[src/rtl/mpw_pkg.sv]
// Constants for the six-channel pulse-width generator
package mpw_pkg;
  localparam int          NUM_CH       = 6;
  localparam int          DIV_W        = 16;
  localparam int          NUM_PAIRS    = NUM_CH / 2;
  // Register byte offsets
  localparam logic [7:0]  OFF_CTRL     = 8'h00;
  localparam logic [7:0]  OFF_UPDATE   = 8'h04;
  localparam logic [7:0]  OFF_PAIR     = 8'h08;
  localparam logic [7:0]  OFF_STATUS   = 8'h0c;
  localparam logic [7:0]  OFF_HIGH0    = 8'h10;
  localparam logic [7:0]  OFF_LOW0     = 8'h14;
  localparam logic [7:0]  CH_STRIDE    = 8'h08;
  // Control fields per channel, in CTRL at CH*CTRL_STRIDE
  localparam int          CTRL_STRIDE  = 4;
  localparam int          CTRL_EN_BIT  = 0;
  localparam int          CTRL_ONE_BIT = 1;
  localparam int          CTRL_CLK_BIT = 2;
  localparam int          CTRL_IND_BIT = 3;
  // Reset values
  localparam logic [DIV_W-1:0] DIV_RST = 16'h0001;
  localparam logic [31:0] ZERO_WORD    = 32'h0000_0000;
endpackage

[src/rtl/mpw_channel.sv]
// One pulse-width channel: high/low dividers, one-shot, clock select
`timescale 1ns/1ps
module mpw_channel
  import mpw_pkg::*;
(
  // Clock and reset
  input  wire logic             i_clk,
  input  wire logic             i_rst,
  // Settings
  input  wire logic             i_en,
  input  wire logic             i_one_shot,
  input  wire logic             i_clk_sel,
  input  wire logic             i_tick_pll,
  input  wire logic             i_tick_xtal,
  input  wire logic [DIV_W-1:0] i_high,
  input  wire logic [DIV_W-1:0] i_low,
  // Status and output
  output logic                  o_done,
  output logic                  o_pwm
);
  typedef struct packed {
    logic             out;
    logic             run;
    logic             done;
    logic [DIV_W-1:0] cnt;
  } mpw_ch_s;
  mpw_ch_s s_q, s_d;
  logic tick;

  // Divide down the chosen input clock
  assign tick = i_clk_sel ? i_tick_xtal : i_tick_pll;

  always_comb begin
    s_d = s_q;
    if (!i_en) begin
      s_d.out  = 1'b0;
      s_d.run  = 1'b0;
      s_d.done = 1'b0;
      s_d.cnt  = '0;
    end else if (!s_q.run && !s_q.done) begin
      s_d.run = 1'b1;
      s_d.out = 1'b1;
      s_d.cnt = i_high;
    end else if (s_q.run && tick) begin
      if (s_q.cnt > DIV_RST) begin
        s_d.cnt = s_q.cnt - DIV_RST;
      end else if (s_q.out) begin
        s_d.out = 1'b0;
        s_d.cnt = i_low;
      end else if (i_one_shot) begin
        s_d.run  = 1'b0;
        s_d.done = 1'b1;
      end else begin
        s_d.out = 1'b1;
        s_d.cnt = i_high;
      end
    end
  end

  always_ff @(posedge i_clk) begin
    if (i_rst) begin
      s_q <= '0;
    end else begin
      s_q <= s_d;
    end
  end

  assign o_pwm  = s_q.out;
  assign o_done = s_q.done;
endmodule

[src/rtl/mpw_top.sv]
// Six-channel pulse-width generator with APB registers
//
// Operation
// - Six independent channels, each own settings
// - Square wave with programmable duty cycle
// - Timing from divided selected input clock
// - Separate 16-bit high and low dividers
// - Update one channel or several together
// - Pair outputs may be mutual inverses
// - Continuous or single-pulse mode per channel
// - Input clock is PLL or crystal
//
// Local design decisions: the APB slave port and the register offsets.
`timescale 1ns/1ps
module mpw_top
  import mpw_pkg::*;
(
  // Clock and reset
  input  wire logic              i_clk,
  input  wire logic              i_rst,
  // Input clock pins
  input  wire logic              i_pll_clk,
  input  wire logic              i_xtal_clk,
  // APB slave
  input  wire logic              i_psel,
  input  wire logic              i_penable,
  input  wire logic              i_pwrite,
  input  wire logic [7:0]        i_paddr,
  input  wire logic [31:0]       i_pwdata,
  output logic                   o_pready,
  output logic [31:0]            o_prdata,
  output logic                   o_pslverr,
  // Channel outputs
  output logic [NUM_CH-1:0]      o_pwm
);
  typedef struct packed {
    logic [2:0]                    pll_sy;
    logic [2:0]                    xtal_sy;
    logic                          pll_lv;
    logic                          xtal_lv;
    logic [NUM_CH*CTRL_STRIDE-1:0] ctrl;
    logic [NUM_PAIRS-1:0]          pair_inv;
    logic [NUM_CH-1:0]             upd_hold;
    logic [NUM_CH*DIV_W-1:0]       high_sh;
    logic [NUM_CH*DIV_W-1:0]       low_sh;
    logic [NUM_CH*DIV_W-1:0]       high_act;
    logic [NUM_CH*DIV_W-1:0]       low_act;
    logic [NUM_CH-1:0]             pwm;
    logic                          ready;
    logic [31:0]                   rdata;
    logic                          slverr;
  } mpw_top_s;
  mpw_top_s s_q, s_d;

  logic              tick_pll;
  logic              tick_xtal;
  logic [NUM_CH-1:0] ch_pwm;
  logic [NUM_CH-1:0] ch_done;
  logic              acc;

  // Channel index of a divider register, or NUM_CH if none
  function automatic int div_ch(input logic [7:0] a);
    int r;
    r = NUM_CH;
    for (int c = 0; c < NUM_CH; c++) begin
      if (a == OFF_HIGH0 + 8'(c) * CH_STRIDE || a == OFF_LOW0 + 8'(c) * CH_STRIDE) begin
        r = c;
      end
    end
    return r;
  endfunction

  // Level once the second and third stages agree
  function automatic logic agreed_lvl(input logic [2:0] sy, input logic lv);
    return (sy[1] == sy[2]) ? sy[2] : lv;
  endfunction

  // Rising edges of the filtered input clocks
  assign tick_pll  = agreed_lvl(s_q.pll_sy, s_q.pll_lv) & ~s_q.pll_lv;
  assign tick_xtal = agreed_lvl(s_q.xtal_sy, s_q.xtal_lv) & ~s_q.xtal_lv;
  assign acc       = i_psel & i_penable & ~s_q.ready;

  always_comb begin
    int c;
    logic is_low;
    c         = div_ch(i_paddr);
    is_low    = i_paddr[2];
    s_d       = s_q;
    s_d.pll_sy  = {s_q.pll_sy[1:0], i_pll_clk};
    s_d.xtal_sy = {s_q.xtal_sy[1:0], i_xtal_clk};
    s_d.pll_lv  = agreed_lvl(s_q.pll_sy, s_q.pll_lv);
    s_d.xtal_lv = agreed_lvl(s_q.xtal_sy, s_q.xtal_lv);
    s_d.ready   = acc;
    s_d.slverr  = 1'b0;
    s_d.rdata   = ZERO_WORD;
    // Pending shadow values commit together on an update
    for (int k = 0; k < NUM_CH; k++) begin
      if (s_q.upd_hold[k]) begin
        s_d.high_act[k*DIV_W +: DIV_W] = s_q.high_sh[k*DIV_W +: DIV_W];
        s_d.low_act[k*DIV_W +: DIV_W]  = s_q.low_sh[k*DIV_W +: DIV_W];
      end
    end
    s_d.upd_hold = '0;
    if (acc) begin
      if (i_paddr == OFF_CTRL) begin
        if (i_pwrite) s_d.ctrl = i_pwdata[NUM_CH*CTRL_STRIDE-1:0];
        s_d.rdata = 32'(s_q.ctrl);
      end else if (i_paddr == OFF_UPDATE) begin
        if (i_pwrite) s_d.upd_hold = i_pwdata[NUM_CH-1:0];
      end else if (i_paddr == OFF_PAIR) begin
        if (i_pwrite) s_d.pair_inv = i_pwdata[NUM_PAIRS-1:0];
        s_d.rdata = 32'(s_q.pair_inv);
      end else if (i_paddr == OFF_STATUS) begin
        s_d.rdata = 32'({ch_done, s_q.pwm});
      end else if (c < NUM_CH) begin
        if (i_pwrite) begin
          if (is_low) begin
            s_d.low_sh[c*DIV_W +: DIV_W] = i_pwdata[DIV_W-1:0];
          end else begin
            s_d.high_sh[c*DIV_W +: DIV_W] = i_pwdata[DIV_W-1:0];
          end
          // Independent channel applies at once
          if (!s_q.ctrl[c*CTRL_STRIDE+CTRL_IND_BIT]) begin
            s_d.upd_hold[c] = 1'b1;
          end
        end
        s_d.rdata = is_low ? 32'(s_q.low_sh[c*DIV_W +: DIV_W]) : 32'(s_q.high_sh[c*DIV_W +: DIV_W]);
      end else begin
        s_d.slverr = 1'b1;
      end
    end
    // Inverted pair: odd output follows inverse of even while even channel is enabled
    s_d.pwm = ch_pwm;
    for (int p = 0; p < NUM_PAIRS; p++) begin
      if (s_q.pair_inv[p] && s_q.ctrl[(2*p)*CTRL_STRIDE+CTRL_EN_BIT]) begin
        s_d.pwm[2*p+1] = ~ch_pwm[2*p];
      end
    end
  end

  always_ff @(posedge i_clk) begin
    if (i_rst) begin
      s_q          <= '0;
      s_q.high_sh  <= {NUM_CH{DIV_RST}};
      s_q.low_sh   <= {NUM_CH{DIV_RST}};
      s_q.high_act <= {NUM_CH{DIV_RST}};
      s_q.low_act  <= {NUM_CH{DIV_RST}};
    end else begin
      s_q <= s_d;
    end
  end

  // Six independent channels
  for (genvar g = 0; g < NUM_CH; g++) begin : g_ch
    mpw_channel u_ch (
      .i_clk       (i_clk),
      .i_rst       (i_rst),
      .i_en        (s_q.ctrl[g*CTRL_STRIDE+CTRL_EN_BIT]),
      .i_one_shot  (s_q.ctrl[g*CTRL_STRIDE+CTRL_ONE_BIT]),
      .i_clk_sel   (s_q.ctrl[g*CTRL_STRIDE+CTRL_CLK_BIT]),
      .i_tick_pll  (tick_pll),
      .i_tick_xtal (tick_xtal),
      .i_high      (s_q.high_act[g*DIV_W +: DIV_W]),
      .i_low       (s_q.low_act[g*DIV_W +: DIV_W]),
      .o_done      (ch_done[g]),
      .o_pwm       (ch_pwm[g])
    );
  end

  assign o_pwm     = s_q.pwm;
  assign o_pready  = s_q.ready;
  assign o_prdata  = s_q.rdata;
  assign o_pslverr = s_q.slverr;
endmodule

[config.mk]
export PLATFORM = sky130hd
export DESIGN_NAME = mpw_top
export DESIGN_NICKNAME = d
export VERILOG_FILES = /design/src/rtl/mpw_pkg.sv /design/src/rtl/mpw_channel.sv /design/src/rtl/mpw_top.sv
export SDC_FILE = /design/constraint.sdc
export NUM_CORES = 1
export LEC_CHECK = 0
export ABC_CLOCK_PERIOD_IN_PS = 6650
export BUFFER_PORTS_ARGS = -buffer_cell sky130_fd_sc_hd__buf_2
export CAP_MARGIN = 20
export CORE_ASPECT_RATIO = 0.8
export CORE_MARGIN = 10
export CORE_UTILIZATION = 65
export DETAILED_ROUTE_END_ITERATION = 7
export HOLD_SLACK_MARGIN = 0.12
export PLACE_DENSITY = 0.85
export SLEW_MARGIN = 20
export SYNTH_ARGS = -nofsm -noshare
export SYNTH_HDL_FRONTEND = slang
export SYNTH_SLANG_ARGS = --single-unit
[constraint.sdc]
create_clock -name i_clk -period 6.65 [get_ports i_clk]
set_clock_uncertainty 0.05 [all_clocks]
set_input_delay 0.665 -clock i_clk [delete_from_list [all_inputs] [get_ports i_clk]]
set_output_delay 0.665 -clock i_clk [all_outputs]
set_load 0.01 [all_outputs]
---- After elaboration in Yosys (flattened, before gate mapping) ----
Index checks and enable logic that the tools add are counted.
operators by class
  $add $sub $neg .......................... 8
  $lt $le $gt $ge ......................... 10
  equality and inequality tests ........... 35
  shifts and indexed selects .............. 4
  multiplexer cells ....................... 108
  bitwise operators ....................... 38
  reductions and logical operators ........ 85
operator list
  operator                                                         number
  two-way mux 198 bit                                              4
  two-way mux 16 bit                                               28
  bitwise mux 96 bit                                               2
  two-way mux 96 bit                                               2
  variable part select 96 x 32 -> 16 bit                           2
  two-way mux 32 bit                                               4
  two-way mux 19 bit                                               6
  greater-than comparator 16 x 1 -> 1 bit (second input constant)  6
  variable shift 16 x 33 -> 96 bit (first input constant)          1
  variable part select 16 x 33 -> 96 bit                           1
  subtractor 16 x 1 -> 16 bit (second input constant)              6
  == test 8 x 6 -> 1 bit (second input constant)                   8
  two-way mux 2 bit                                                18
  AND reduction 5 bit                                              7
  NOT 1 bit                                                        34
  negator 32 -> 33 bit                                             1
  adder 32 x 3 -> 32 bit (second input constant)                   1
  == test 8 x 5 -> 1 bit (second input constant)                   4
  >= comparator 32 x 1 -> 1 bit (second input constant)            1
  < comparator 32 x 4 -> 1 bit (second input constant)             1
  < comparator 32 x 5 -> 1 bit (second input constant)             1
  < comparator 32 x 7 -> 1 bit (second input constant)             1
  two-way mux 1 bit                                                29
  two-way mux 24 bit                                               1
  other kinds (25)                                                 119
storage, ports and cells
  register bits ........................... 579
  output and inout port bits .............. 40
  word-level logic and storage cells ...... 338

---- Logic depth before layout (Yosys ltp) ----
  depth in word-level cells ............... 18
  gate-level depth with buffers ........... 17
  depth with buffers taken out ............ 10

---- Cells and area by module ----
A second synthesis with hierarchy kept.
unflattened totals
  cell total of the unflattened synthesis .. 3,050
  area, all modules ....................... 27,579.0 µm²
by module, submodules not included
  module       times used  cells an instance  area each (µm²)
  mpw_top      1           1,844              18,397.6
  mpw_channel  6           201                1,530.2

---- Least setup slack after synthesis ----
OpenSTA, ideal clock, no wires.
  kind .................................... input to register
  start ................................... input i_paddr[1]
  end ..................................... register (tool-made name)
  setup time .............................. 70 ps
  arrival time ............................ 3,943 ps
  path slack .............................. 2,587 ps
  stages on the path ...................... 17
  buffers on the path ..................... 7
  path through ............................ or4_4 -> buf_6 -> nor2_4 -> inv_2 -> buf_2 -> buf_2 -> ha_1 -> ha_1 -> clkbuf_1 -> nor3b_4 -> and2_1 -> buf_4 -> and4b_1 -> buf_2 -> buf_4 -> nand3_1 -> a21oi_1
RTL lines
  what                line           source
  start: declaration  mpw_top.sv:28  input wire logic [7:0] i_paddr,

==> flow_metrics.env <==
export IMPL_outcome="complete, no violations"
export IMPL_n_fill_cell=3039
export IMPL_tritoncts="done"
export IMPL_syn_area_per_cell_um2=8.784
export IMPL_arrival_ps=4770
export IMPL_powerDensity_nw_per_um2=237.1
export IMPL_final_area_um2=28770
export IMPL_netlist_area_um2=26810
export IMPL_path_class="in2reg"
export IMPL_grt_max_degree=199
export IMPL_multi_input_area_um2=14100
export IMPL_die_area_um2=49820
export IMPL_grt_pass1_vias=21790
export IMPL_dp_cells=3427
export IMPL_die_x_um=247.1
export IMPL_worstMarginPinSlew_ps=1107
export IMPL_synth_flop_cell="dfxtp_1"
export IMPL_cap_viol_max_count=0
export IMPL_grt_remaining_overflow=0
export IMPL_crit_fanout=31
export IMPL_synth_edf_count=0
export IMPL_routed_via_density=6.688
export IMPL_synth_distinct_cells=86
export IMPL_port_buffers=70
export IMPL_cts_hold_buf=0
export IMPL_post_route_drc_count=0
export IMPL_rsz0062_at_grt="false"
export IMPL_finalPower_w=0.006821
export IMPL_cts_buffers=55
export IMPL_area_delta_synth_final_pct=7.318
export IMPL_worst_r2r_setup_slack_ps=3290
export IMPL_relSlewSlack=0.2607
export IMPL_max_freq_ghz=0.2331
export IMPL_cts_clk_slew_worst_paths_ps=60
export IMPL_syn_inst=3052
export IMPL_yosys_area_top_type="dfxtp_1"
export IMPL_core_area_um2=40710
export IMPL_layout_nets=3006
export IMPL_drv_slew=0
export IMPL_wirelength_um=80750
export IMPL_ir_drop_mv=0.2297
export IMPL_end_kind="flop"
export IMPL_dr_pass1_iters=7
export IMPL_cts_root_buf="clkbuf_16"
export IMPL_async_reset_ff_frac=0
export IMPL_finalHoldViolations=0
export IMPL_ios=87
export IMPL_fin_setup_tns_ps=0
export IMPL_fp_row_count=66
export IMPL_cp_required_ps=7130
export IMPL_grt_pass1_wl_um=124300
export IMPL_cts_num_sinks=571
export IMPL_post_cts_resized=0
export IMPL_ys_seq_area_frac=0.4264
export IMPL_htreeDepth=2
export IMPL_synth_seq_cells=571
export IMPL_min_period_over_period=0.6452
export IMPL_min_period_ps=4290
export IMPL_p_leak_nw=9.983
export IMPL_grt_use_total=0.3087
export IMPL_hpwl_um=53920
export IMPL_synth_top_area_frac=0.4264
export IMPL_ant_nets=0
export IMPL_finalNonFillerCells=3529
export IMPL_die_y_um=201.7
export IMPL_critPathLaunchType="input port"
export IMPL_regArea_um2=11440
export IMPL_cts_path_max_buffers=3
export IMPL_setup_viol=0
export IMPL_hp_class="in2reg"
export IMPL_place_congestion=0.9784
export IMPL_drive_above_1_share=0.09722
export IMPL_drtIter0Drc=3166
export IMPL_synthTopCellsByArea="dfxtp_1 (43%), mux2i_1 (11%), nand2_1 (5.8%), a21oi_1 (4.8%), nor2_1 (4.1%)"
export IMPL_place_area_um2=26870
export IMPL_post_cts_buffers=0
export IMPL_yosysWarningCount=0
export IMPL_antenna_found_initial=2
export IMPL_clock_latency_ps=600
export IMPL_start_util=0.6585
export IMPL_fin_util=0.7067
export IMPL_num_vias=23600
export IMPL_wire_per_inst_um=22.88
-- path summary, 6_finish.rpt --
kind / startpoint / endpoint / cells after the start
min: i_xtal_clk / s_d[460] / 2
min reg2reg: s_d[463] / s_d[464] / 1
max reg2reg: s_d[464] / g_ch[4].u_ch.s_q[8] / 7
max: i_paddr[3] / flop / 13
-- cell usage in the layout (no fill, tap or decap), drive strengths merged, types with 19 or more instances in the layout --
master / Yosys / routed
nor2: 294 / 294
a22oi: 28 / 28
inv: 20 / 20
clkbuf: 175 / 77
dfxtp: 571 / 571
nand3b: 20 / 20
o211ai: 30 / 30
a31oi: 51 / 51
nand4: 27 / 27
nor2b: 40 / 40
mux4: 34 / 34
xor2: 30 / 30
mux2i: 304 / 304
a211o: 21 / 21
nand2: 411 / 411
nand3: 120 / 120
xnor2: 38 / 38
nor3: 40 / 40
buf: 102 / 102
o21ai: 136 / 136
a32oi: 19 / 19
nor4: 25 / 25
a22o: 30 / 30
a21oi: 256 / 256
-- where the power goes --
part           internal, W  switching, W  total (W)
registers          0.00342    0.00000188    0.00342
logic            0.0000324      0.000134   0.000167
clock network      0.00188       0.00135    0.00323
total              0.00533       0.00149    0.00682
-- metal layers --
metal,vias to the layer above,global-route usage,routed length (um)
met1,11270,0.4252,32590
met3,220,0.08062,10360
li1,10620,-,-
met4,2,0.1028,2823
met2,1496,0.4607,34960
met5,-,0,18
-- critical path, stage by stage --
cell	delay (ps)
buf_2	490
o21ai_0	310
nor2_4	160
inv_2	30
buf_4	270
ha_1	300
ha_1	500
nor3b_4	330
nand3_1	660
nor4bb_2	470
buf_4	310
a22oi_1	110
nor2_1	130
-- layout make-up --
cell class | instances | share of cell area
diodes | 2 | 0.0001740
well taps | 544 | 0.02366
clock buffers | 77 | 0.05462
clock inverters | 22 | 0.009785
inverters | 21 | 0.002740
flip-flops and latches | 571 | 0.3977
repair buffers | 102 | 0.02140
multi-input cells | 2190 | 0.4900
-- cell families (layout without fill, tap and decap cells) --
kind of cell,count (synthesis),in the layout,share of synthesized area
compound gates,671,671,0.1554
xor+xnor,68,68,0.02221
fa+ha+maj,18,18,0.008401
buf+inv,298,222,0.05134
flops,571,571,0.4264
mux,355,355,0.1500
other cells,1,10,0.0001399
simple gates,1070,1070,0.1861
-- through the flow --
| step | setup slack [ps] | hold WS [ps] |
|---|---|---|
| floorplan | 2587 | 363.8 |
| global placement | 1952 | 379.6 |
| detailed placement | 1868 | 401.7 |
| CTS | 2489 | 246.4 |
| global route | 2184 | 261.9 |
| finish | 2360 | 253.7 |
-- synthesized netlist by cell type, types with 39 or more instances --
cell and number:
nor2_1 290, a21oi_1 256, mux2i_1 304, a31oi_1 51, nand2_1 411, buf_4 43, dfxtp_1 571, o21ai_0 134
nor2b_1 40, nor3_1 39, nand3_1 119, clkbuf_1 175
(Power assumes the default switching activity.)
